### config.mk
export PLATFORM = sky130hd
export DESIGN_NAME = fcb_branch_unit
export DESIGN_NICKNAME = d
export VERILOG_FILES = /design/src/logic/fcb_pkg.sv /design/src/logic/fcb_branch_unit.sv
export SDC_FILE = /design/constraint.sdc
export NUM_CORES = 1
export LEC_CHECK = 0
export BUFFER_PORTS_ARGS = -buffer_cell sky130_fd_sc_hd__buf_4
export CAP_MARGIN = 20
export CORE_MARGIN = 1.5
export CORE_UTILIZATION = 34
export DETAILED_ROUTE_END_ITERATION = 10
export PLACE_DENSITY_LB_ADDON = 0.25
export SYNTH_ARGS = -nofsm -noshare
export SYNTH_HDL_FRONTEND = slang
export SYNTH_SLANG_ARGS = --single-unit
### constraint.sdc
create_clock -name ref_clk -period 4.1 [get_ports ref_clk]
set_input_delay 0.82 -clock ref_clk [delete_from_list [all_inputs] [get_ports ref_clk]]
set_output_delay 0.82 -clock ref_clk [all_outputs]
set_load 0.02 [all_outputs]
### src/logic/fcb_pkg.sv
// Constants for the flag conditional relative branch unit.
// Assumes a byte-addressed program counter with two-byte instruction words.
package fcb_pkg;
  localparam int unsigned PC_W = 21;
  localparam logic [7:0] OPC_BRANCH_NEG = 8'he6;
  localparam logic [7:0] OPC_BRANCH_NO_CARRY = 8'he3;
  localparam logic [PC_W-1:0] PC_RESET = 21'h000000;
  localparam logic [PC_W-1:0] WORD_BYTES = 21'h000002;
  localparam logic [3:0] STATUS_RESET = 4'h0;
  localparam int unsigned NEG_BIT = 3;
  localparam int unsigned CARRY_BIT = 0;
  localparam logic [1:0] PH_ONE = 2'h0;
  localparam logic [1:0] PH_TWO = 2'h1;
  localparam logic [1:0] PH_THREE = 2'h2;
  localparam logic [1:0] PH_FOUR = 2'h3;
  typedef enum logic [1:0] {
    FCB_EXEC = 2'b01,
    FCB_FLUSH = 2'b10
  } fcb_state_t;
endpackage

### src/logic/fcb_branch_unit.sv
// Decoder and executor for branch-on-negative and branch-on-no-carry.
// Assumes one instruction word is presented per instruction cycle and that
// status flags are held by this unit; other non-zero words just advance the counter.
`timescale 1ns/1ps
module fcb_branch_unit #(
  parameter int unsigned PC_W = fcb_pkg::PC_W
) (
  // Clock and reset
  input wire logic ref_clk,
  input wire logic sys_rst,
  // Instruction stream
  input wire logic [15:0] instr_word,
  input wire logic instr_valid,
  // Status flags loaded by other instructions
  input wire logic [3:0] status_wr_data,
  input wire logic status_wr_en,
  // Observed state
  output logic [PC_W-1:0] program_counter,
  output logic [3:0] status_flags,
  output logic [1:0] phase,
  output logic fetch_ready,
  output logic branch_taken,
  output logic instr_done
);
  // Phase counter and cycle state.
  logic [1:0] phase_q;
  fcb_pkg::fcb_state_t state_q;

  // Instruction word and what decode keeps of it.
  logic [15:0] ir_q;
  logic [7:0] lit_q;
  logic is_branch_q;
  logic take_q;

  // Program counter and status flags.
  logic [PC_W-1:0] pc_q;
  logic [3:0] status_q;

  // One-clock completion pulses.
  logic taken_q;
  logic done_q;

  // Decodes shared by the processes below.
  logic phase_one;
  logic phase_two;
  logic phase_three;
  logic phase_four;
  logic exec_cycle;
  logic flush_cycle;
  logic hit_neg;
  logic hit_nc;
  logic neg_set;
  logic carry_clear;
  logic cond_met;
  logic seq_advance;
  logic jump_write;
  logic status_hold;
  logic [PC_W-1:0] offset_ext;

  // Exactly one phase strobe is high in every clock.
  always_comb begin
    phase_one = 1'b0;
    phase_two = 1'b0;
    phase_three = 1'b0;
    phase_four = 1'b0;
    case (phase_q)
      fcb_pkg::PH_ONE: begin
        phase_one = 1'b1;
      end
      fcb_pkg::PH_TWO: begin
        phase_two = 1'b1;
      end
      fcb_pkg::PH_THREE: begin
        phase_three = 1'b1;
      end
      fcb_pkg::PH_FOUR: begin
        phase_four = 1'b1;
      end
    endcase
  end

  assign exec_cycle = (state_q == fcb_pkg::FCB_EXEC);
  assign flush_cycle = (state_q == fcb_pkg::FCB_FLUSH);

  // Only the upper byte selects the branch; the lower byte is always the offset.
  always_comb begin
    hit_neg = 1'b0;
    hit_nc = 1'b0;
    if (ir_q[15:8] == fcb_pkg::OPC_BRANCH_NEG) begin
      hit_neg = 1'b1;
    end else if (ir_q[15:8] == fcb_pkg::OPC_BRANCH_NO_CARRY) begin
      hit_nc = 1'b1;
    end
  end

  assign neg_set = status_q[fcb_pkg::NEG_BIT];
  assign carry_clear = !status_q[fcb_pkg::CARRY_BIT];
  assign cond_met = (hit_neg && neg_set) || (hit_nc && carry_clear);

  // Sign extend then double, so the reach is -256 to +254 bytes.
  assign offset_ext = {{(PC_W-9){lit_q[7]}}, lit_q, 1'b0};

  // A zero word is a bubble and must not move the counter.
  assign seq_advance = exec_cycle && phase_one && (ir_q != 16'h0000);
  assign jump_write = exec_cycle && phase_four && take_q;

  // Flag loads are held off from decode of a branch to the end of its cycle, or of its flush if taken, so
  // the condition tested in phase three is the one in force at fetch.
  assign status_hold = flush_cycle || (exec_cycle && (hit_neg || hit_nc));

  // The phase counter free-runs; one lap is one instruction cycle.
  always_ff @(posedge ref_clk or posedge sys_rst) begin
    if (sys_rst) begin
      phase_q <= fcb_pkg::PH_ONE;
    end else begin
      phase_q <= phase_q + 2'h1;
    end
  end

  // A taken branch spends the whole next cycle in flush, doing nothing.
  always_ff @(posedge ref_clk or posedge sys_rst) begin
    if (sys_rst) begin
      state_q <= fcb_pkg::FCB_EXEC;
    end else begin
      case (state_q)
        fcb_pkg::FCB_EXEC: begin
          if (phase_four && take_q) begin
            state_q <= fcb_pkg::FCB_FLUSH;
          end
        end
        fcb_pkg::FCB_FLUSH: begin
          if (phase_four) begin
            state_q <= fcb_pkg::FCB_EXEC;
          end
        end
        default: begin
          state_q <= fcb_pkg::FCB_EXEC;
        end
      endcase
    end
  end

  // The word is latched at the phase-four edge; a missing word loads a bubble.
  always_ff @(posedge ref_clk or posedge sys_rst) begin
    if (sys_rst) begin
      ir_q <= 16'h0000;
    end else if (exec_cycle && phase_four) begin
      if (instr_valid) begin
        ir_q <= instr_word;
      end else begin
        ir_q <= 16'h0000;
      end
    end
  end

  always_ff @(posedge ref_clk or posedge sys_rst) begin
    if (sys_rst) begin
      is_branch_q <= 1'b0;
    end else if (exec_cycle && phase_one) begin
      is_branch_q <= hit_neg || hit_nc;
    end
  end

  always_ff @(posedge ref_clk or posedge sys_rst) begin
    if (sys_rst) begin
      lit_q <= 8'h00;
    end else if (exec_cycle && phase_two) begin
      lit_q <= ir_q[7:0];
    end
  end

  always_ff @(posedge ref_clk or posedge sys_rst) begin
    if (sys_rst) begin
      take_q <= 1'b0;
    end else if (phase_three) begin
      take_q <= is_branch_q && exec_cycle && cond_met;
    end
  end

  // Sequential advance at phase one makes the jump base the counter plus two.
  // The counter wraps at its width, so a jump past either end lands modulo it.
  always_ff @(posedge ref_clk or posedge sys_rst) begin
    if (sys_rst) begin
      pc_q <= fcb_pkg::PC_RESET;
    end else if (seq_advance) begin
      pc_q <= pc_q + fcb_pkg::WORD_BYTES;
    end else if (jump_write) begin
      pc_q <= pc_q + offset_ext;
    end
  end

  // Branches never write the flags; only the external load path does.
  always_ff @(posedge ref_clk or posedge sys_rst) begin
    if (sys_rst) begin
      status_q <= fcb_pkg::STATUS_RESET;
    end else if (status_wr_en && !status_hold) begin
      status_q <= status_wr_data;
    end
  end

  always_ff @(posedge ref_clk or posedge sys_rst) begin
    if (sys_rst) begin
      taken_q <= 1'b0;
    end else begin
      taken_q <= jump_write;
    end
  end

  always_ff @(posedge ref_clk or posedge sys_rst) begin
    if (sys_rst) begin
      done_q <= 1'b0;
    end else begin
      done_q <= phase_four && !(exec_cycle && take_q);
    end
  end

  assign program_counter = pc_q;
  assign status_flags = status_q;
  assign phase = phase_q;
  assign fetch_ready = phase_four && exec_cycle;
  assign branch_taken = taken_q;
  assign instr_done = done_q;
endmodule // fcb_branch_unit

---- Word level (Yosys, flattened, before mapping) ----
Cells that the tools add are included.
storage, ports and cells
  register bits ........................... 57
  output and inout bits ................... 30
  logic and storage cells ................. 59
cells by class
  $add $sub $neg .......................... 3
  eq/ne operators ......................... 9
  mux-type cells .......................... 13
  reductions and logical operators ........ 24
operators with widths
  operator                                               count
  2-to-1 mux 21 bit                                      2
  adder 21 x 2 -> 21 bit, second input constant          1
  adder 21 bit                                           1
  equality test 8 bit, second input constant             2
  2-to-1 mux 16 bit                                      1
  nonzero test 16 bit                                    1
  logical AND 1 bit                                      14
  2-to-1 mux 1 bit                                       7
  equality test 2 bit, second input constant             3
  equality test 2 x 1 -> 1 bit, second input constant    2
  2-to-1 mux 2 bit                                       2
  one-hot mux 2 bit (2 select lines)                     1
  logical NOT 1 bit                                      3
  logical OR 1 bit                                       3
  adder 2 x 1 -> 2 bit, second input constant            1
  logical NOT 2 bit                                      1
  inequality test 2 x 1 -> 1 bit, second input constant  1
  inequality test 2 bit, second input constant           1
  AND reduction 2 bit                                    1
  nonzero test 2 bit                                     1

---- Longest topological paths before layout ----
Gate-level depths: netlist of run 1.
  word-level depth ........................ 8
  mapped depth ............................ 14
  mapped depth without buffers ............ 14

---- Worst setup path before layout of run 1 ----
OpenSTA, ideal clock, no wires.
  path type ............................... register to register
  start point ............................. register ir_q[10]
  end point ............................... register pc_q[13], in the netlist program_counter[13]
  library setup time ...................... 0.125 ns
  arrival ................................. 3.287 ns
  data required time ...................... 3.975 ns
  slack ................................... 0.689 ns
  stages on the path, launching flop included .. 11
  path buffers ............................ 0
  cells stage by stage .................... dfrtp_1 -> nor4_1 -> a41oi_2 -> nor2b_1 -> ha_1 -> a2111oi_2 -> o21ai_2 -> a2111oi_4 -> nor2_1 -> xor2_1 -> mux2_2
on the way
  word-level cells in the longest chain between the ends .. 3
  elaborated cells on any way between the ends .. 4
ends and longest elaborated chain
  what                                                            RTL line                text
  start, declared                                                 fcb_branch_unit.sv:30   logic [15:0] ir_q;
  start signal, assigned                                          fcb_branch_unit.sv:149  ir_q <= instr_word;
  nonzero test 16 bit (*)                                         fcb_branch_unit.sv:104  assign seq_advance = exec_cycle && phase_one && (ir_q != 16'h0000);
  logical AND 1 bit (*)                                           fcb_branch_unit.sv:104
  2-to-1 mux 21 bit / nonzero test 2 bit (equally long branches)  -
  end signal, assigned                                            fcb_branch_unit.sv:184  pc_q <= fcb_pkg::PC_RESET;
  end signal, assigned                                            fcb_branch_unit.sv:186  pc_q <= pc_q + fcb_pkg::WORD_BYTES;
  end signal, assigned                                            fcb_branch_unit.sv:188  pc_q <= pc_q + offset_ext;
  end, declared                                                   fcb_branch_unit.sv:36   logic [PC_W-1:0] pc_q;
Every way passes the cells marked *; elsewhere a longest branch is shown, timed or not.
A chain may end at the register's enable or synchronous reset.

---- Final worst setup path of run 1 ----
  start point ............................. register ir_q[7]
  end point ............................... register pc_q[15], in the netlist program_counter[15]
The elaborated chain is that of the path after synthesis.

==> results of run 1 <==
==> power by group <==
| group | switching [W] | internal [W] |
|---|---|---|
| combinational | 0.000209 | 0.000170 |
| clock | 0.000201 | 0.000125 |
| sequential | 0.0000443 | 0.000600 |
==> final cells by class <==
| cell class | instances | share of cell area |
|---|---|---|
| multi-input cells | 246 | 0.450 |
| well taps | 111 | 0.0366 |
| clock buffers | 5 | 0.0181 |
| repair buffers | 56 | 0.111 |
| inverters | 8 | 0.00792 |
| flip-flops and latches | 56 | 0.370 |
| clock inverters | 3 | 0.00660 |
==> synth_stat cells (all sizes together), types with 4 or more instances <==
master	n	share of area
buf	6	0.011
nand2	55	0.065
a21oi	19	0.031
nor2b	9	0.018
nor2	12	0.016
a21o	8	0.019
clkbuf	7	0.0082
xnor2	10	0.027
nand4	4	0.0078
a41oi	4	0.013
mux2	18	0.063
dfrtp	55	0.43
o21ai	23	0.037
ha	23	0.090
inv	7	0.0082
nand3	21	0.033
xor2	9	0.025
nor4	4	0.0078
==> routing by layer <==
layer | routed length, um | up-vias
met2 | 3280 | 54
met1 | 3030 | 1160
met5 | 0 | -
li1 | - | 1238
met3 | 250 | 13
met4 | 115 | 0
==> worst register-to-register path, delay by kind of cell, from the launching register on <==
family	cells	cell delay, ns
DFF	1	0.41
muxes	1	0.25
xor gates and xnor gates	1	0.13
AOI/OAI and AO/OA	5	1.30
adders and majority gates	2	0.62
and+or+nand+nor	3	0.95
==> registers in the layout, summed over array words and instances, names as in the netlist, 2 cells and up <==
name,cells
phase,2
state_q,2
status_flags,4
ir_q,16
lit_q,8
program_counter,20
==> through the flow <==
stage | total power [W] | worst slack [ns] | cell area (sq um) | hold slack, ns | utilization
3_3_place_gp | 0.00103 | 0.441 | 3700 | 0.474 | 0.402
4_1_cts | 0.00137 | 0.311 | 3790 | 0.498 | 0.412
5_1_grt | 0.00143 | 0.133 | 3790 | 0.509 | 0.412
6_report | 0.00135 | 0.346 | 3790 | 0.495 | 0.412
3_5_place_dp | 0.00104 | 0.336 | 3700 | 0.475 | 0.402
2_1_floorplan | 0.000907 | 0.689 | 3200 | 0.429 | -
==> cells in the final DEF (no fill, tap or decap), types with 2 or more instances in the layout <==
| master | instances |
|---|---|
| mux2_1 | 2 |
| o21bai_1 | 2 |
| xor2_1 | 9 |
| buf_4 | 56 |
| nor2_1 | 10 |
| clkbuf_8 | 5 |
| a41oi_1 | 3 |
| xnor2_1 | 10 |
| inv_1 | 6 |
| inv_6 | 2 |
| nand3_1 | 21 |
| a211oi_1 | 2 |
| mux2_2 | 16 |
| nand4_1 | 4 |
| nand2_1 | 55 |
| a21o_1 | 8 |
| a31oi_1 | 2 |
| ha_1 | 23 |
| nor2_2 | 2 |
| o21ai_0 | 17 |
| or2_2 | 2 |
| o211ai_1 | 2 |
| a21oi_1 | 18 |
| nor2b_1 | 8 |
| o21ai_1 | 5 |
| dfrtp_1 | 55 |
| nor4_1 | 4 |
==> worst paths after layout <==
kind | start | endpoint | slack, ns | depth (start not counted)
max in group asynchronous | sys_rst | program_counter[2] | 2.72 | 3
max reg2reg | ir_q[7] | program_counter[15] | 0.35 | 12
min in group asynchronous | sys_rst | program_counter[20] | 0.59 | 2
max | ir_q[7] | program_counter[15] | 0.35 | 12
min reg2reg | program_counter[20] | program_counter[20] | 0.50 | 1
min | program_counter[20] | program_counter[20] | 0.50 | 1
==> kinds of logic after synthesis <==
| family | count (synthesis) | synth area share |
|---|---|---|
| AND/OR/NAND/NOR | 113 | 0.164 |
| AO/OA/AOI/OAI | 70 | 0.153 |
| flip-flops | 56 | 0.439 |
| adder cells (fa/ha/maj) | 24 | 0.0963 |
| buffers and inverters | 21 | 0.0282 |
| XOR/XNOR | 19 | 0.0521 |
| multiplexers | 19 | 0.0665 |
| other | 1 | 0.00117 |
==> flow_summary.json, run 1 <==
{
  "layout.cells.non_filler": 485,
  "diodes": 0,
  "viasPerCell": 5.08,
  "drive_gt1_frac": 0.257,
  "grt_pass1_vias": 2425,
  "grt_max_degree": 32,
  "antenna_left": 0,
  "clkLatencyLatePin_ns": 0.32,
  "cp_max_fo": 9,
  "grt_pass1_wl_mm": 11.4,
  "die_x_um": 100,
  "cts_max_level": 2,
  "synth_edf_count": 0,
  "use_met3": 0.0272,
  "drtPass1Iterations": 4,
  "ctsRootBufferMaster": "clkbuf_8",
  "dpl.cell_count": 477,
  "cp_slowest_stage_delay_ns": 0.46,
  "via_count": 2465,
  "peakVddDrop_mv": 0.157,
  "cp_cell_sequence": "nor4_1 -> a41oi_2 -> or2_2 -> ha_1 -> fa_1 -> a21o_1 -> a21oi_2 -> o21ai_2 -> a211oi_1 -> nor2_1 -> xnor2_1 -> mux2_2",
  "relSlewSlack": 0.341,
  "gr-usage-met1": 0.182,
  "p_per_area_nw_per_um2": 356,
  "ys_async_sr_fraction": 1.00,
  "grt_overflow": 0,
  "multi_input_area_sq_um": 1710,
  "syn_area_per_cell_sq_um": 9.90,
  "arrival_ns": 3.97,
  "yosys_warnings": 0,
  "synth_cell_types": 50,
  "hpwl_mm": 5.18,
  "clock.fmax_mhz": 266,
  "status": "completed",
  "initial_core_util": 0.348,
  "wl_per_cell_um": 13.8,
  "cp_top_family": "compound AO/OA/AOI/OAI gates",
  "finClkSkew_ns": 0.00638,
  "cpMaxStageDelayCell": "nor4_1",
  "nets": 421,
  "met2_usage": 0.243,
  "ctsResizeCount": 0,
  "syn_inst": 323,
  "timing.max_cap.violations": 0,
  "hold_class": "flop to flop",
  "ios": 54,
  "fin_crit_ns": 3.75,
  "num-fill-cells": 918,
  "antenna_found_initial": 0,
  "worstMarginPinSlew_ns": 0.988,
  "path_clk_slew_ns": 0.11,
  "end_kind": "flop",
  "coreArea_sq_um": 9200,
  "synth_fp_nets": 371,
  "cts_tree": "done",
  "regArea_sq_um": 1400,
  "tns_ns": 0,
  "ys_ff_latch": 56,
  "gr-max-usage-layer": "met2",
  "dr.first_iter.drc_count": 34,
  "rsz0062_at_grt": "false",
  "route.detailed.drc": 0,
  "grt_use_total": 0.142,
  "place.gp.congestion": 0.864,
  "yosysSeqAreaShare": 0.439,
  "clock-sinks": 56,
  "crit_type": "flop to flop",
  "drt_wl_total_mm": 6.68,
  "max-clock-path-buffers": 2,
  "ctsHoldBuffers": 0,
  "finalCritPeriodShare": 0.916,
  "die-height_um": 100,
  "cts_buffers": 5,
  "post-cts-setup-buffers": 0,
  "maxSlewViolCount": 0,
  "setup_viol": 0,
  "cp_num_buf_inv": 0,
  "netlist_area_sq_um": 3200,
  "start_kind": "flop",
  "synthFlopType": "dfrtp_1",
  "p_leak_nw": 1.90,
  "std_cell_rows": 35,
  "finalHoldViolCount": 0,
  "port_buffers": 52,
  "syn_to_final_growth_pct": 18.6,
  "cp.required_ns": 4.32,
  "dieArea_sq_um": 9990
}
Note: power is estimated with default switching activity, not from simulation.
==> inputs of run 2 (changes only) <==
MAX_ROUTING_LAYER = met4   (was unset)
==> run 2 against run 1 <==
  * First-iteration DRC count rose by 62%
  * Combinational power barely moved
  * Utilization decreased by 0.14 points
  * Clock skew rose by 0.0038 ns
  * Flip-flop and latch count did not move
  * Setup slack gained 0.025 ns
  * Largest power group unchanged
==> flow_summary.json, run 2 (same netlist as run 1, synthesis figures left out) <==
{
  "status": "completed",
  "clock-sinks": 56,
  "maxSlewViolCount": 0,
  "use_met3": 0.0216,
  "grt_use_total": 0.147,
  "gr-usage-met1": 0.175,
  "clock.fmax_mhz": 268,
  "hold_class": "flop to flop",
  "layout.cells.non_filler": 484,
  "fin_ws_ns": 0.371,
  "max-clock-path-buffers": 2,
  "port_buffers": 52,
  "hpwl_mm": 5.26,
  "ctsHoldBuffers": 0,
  "finalCritPeriodShare": 0.909,
  "relSlewSlack": 0.485,
  "dr.first_iter.drc_count": 55,
  "ctsResizeCount": 0,
  "power.total_w": 0.00134,
  "ios": 54,
  "peakVddDrop_mv": 0.147,
  "regToRegEndpoint": "program_counter[15]",
  "grt_max_degree": 37,
  "crit_type": "flop to flop",
  "rr_worst_depth": 12,
  "via_count": 2473,
  "diodes": 0,
  "syn_to_final_growth_pct": 18.2,
  "coreArea_sq_um": 9200,
  "largest_reg_flops": 20,
  "finalHoldViolCount": 0,
  "rsz0062_at_grt": "false",
  "initial_core_util": 0.348,
  "drive_gt1_frac": 0.252,
  "wl_per_cell_um": 14.2,
  "dieArea_sq_um": 9990,
  "p_leak_nw": 1.90,
  "viasPerCell": 5.11,
  "hp-start": "program_counter[20]",
  "min_path_cells": 1,
  "start_kind": "flop",
  "die_x_um": 100,
  "antenna_found_initial": 0,
  "min_to": "program_counter[20]",
  "fin_crit_ns": 3.73,
  "nets": 420,
  "post-cts-setup-buffers": 0,
  "std_cell_rows": 35,
  "grt_pass1_wl_mm": 11.6,
  "reg2reg_from": "ir_q[15]",
  "clkLatencyLatePin_ns": 0.32,
  "cp_max_fo": 9,
  "num-fill-cells": 954,
  "drtPass1Iterations": 4,
  "cts_max_level": 2,
  "finClkSkew_ns": 0.0102,
  "route.detailed.drc": 0,
  "tns_ns": 0,
  "grt_pass1_vias": 2489,
  "grt_overflow": 0,
  "worstMarginPinSlew_ns": 0.772,
  "path_clk_slew_ns": 0.11,
  "setup_viol": 0,
  "cts_buffers": 5,
  "cts_tree": "done",
  "ctsRootBufferMaster": "clkbuf_8",
  "drt_wl_total_mm": 6.89,
  "place.gp.congestion": 0.874,
  "gr-max-usage-layer": "met2",
  "antenna_left": 0,
  "final_cell_mix": "55 x nand2_1, 55 x dfrtp_1, 55 x buf_4, 23 x ha_1, 21 x nand3_1",
  "worst-r2r-setup-slack_ns": 0.37,
  "die-height_um": 100,
  "dpl.cell_count": 476,
  "met2_usage": 0.262,
  "cp.required_ns": 4.31,
  "end_kind": "flop",
  "timing.max_cap.violations": 0,
  "arrival_ns": 3.94,
  "dp_slack_ns": 0.415,
  "p_per_area_nw_per_um2": 356
}
==> run 2: worst max path at each step <==
stage                  start             endpoint  slack (ns)  cells after the start
finish              ir_q[15]  program_counter[15]        0.37                     12
global route         ir_q[4]  program_counter[15]        0.01                     11
CTS                 ir_q[15]  program_counter[15]        0.36                     10
detailed placement  ir_q[15]  program_counter[15]        0.42                     10
global placement     ir_q[7]  program_counter[15]        0.43                     12
floorplan           ir_q[10]  program_counter[13]        0.69                     10
==> run 2: routing by layer <==
layer | part of all wire | wire length [um] | up-vias
li1 | - | - | 1235
met1 | 0.44 | 3010 | 1158
met2 | 0.51 | 3540 | 67
met3 | 0.036 | 247 | 13
met4 | 0.013 | 93 | 0
met5 | 0 | 0 | -
==> run 2: final cells by class <==
type / count / area, sq um / share of cell area
Clock inverter: 3 / 22.5 / 0.00596
Timing Repair Buffer: 55 / 413 / 0.109
Clock buffer: 5 / 68.8 / 0.0182
Tap cell: 111 / 139 / 0.0367
Inverter: 8 / 30.0 / 0.00794
Sequential cell: 56 / 1400 / 0.371
Multi-Input combinational cell: 246 / 1700 / 0.451
==> run 2: report_power, final <==
part	leakage, nW	internal (W)	total, W	switching (W)
registers	0.729	0.000600	0.000646	0.0000463
clock network	0.0485	0.000123	0.000321	0.000198
logic	1.12	0.000170	0.000377	0.000208
total	1.90	0.000892	0.00134	0.000452
==> run 2: per-stage QoR <==
stage	area [sq um]	utilization	hold WS (ns)
6_report	3780	0.411	0.491
5_1_grt	3780	0.411	0.507
4_1_cts	3780	0.411	0.497
3_5_place_dp	3690	0.401	0.475
3_3_place_gp	3690	0.401	0.474
2_1_floorplan	3200	-	0.429
==> run 2: critical path: stages (launching register included) <==
cell	delay, ns
dfrtp_1	0.41
nor4_1	0.43
a41oi_2	0.34
or2_2	0.38
ha_1	0.22
fa_1	0.42
a21o_1	0.19
a21oi_2	0.23
o21ai_2	0.13
a211oi_1	0.40
nor2_1	0.10
xnor2_1	0.13
mux2_2	0.26
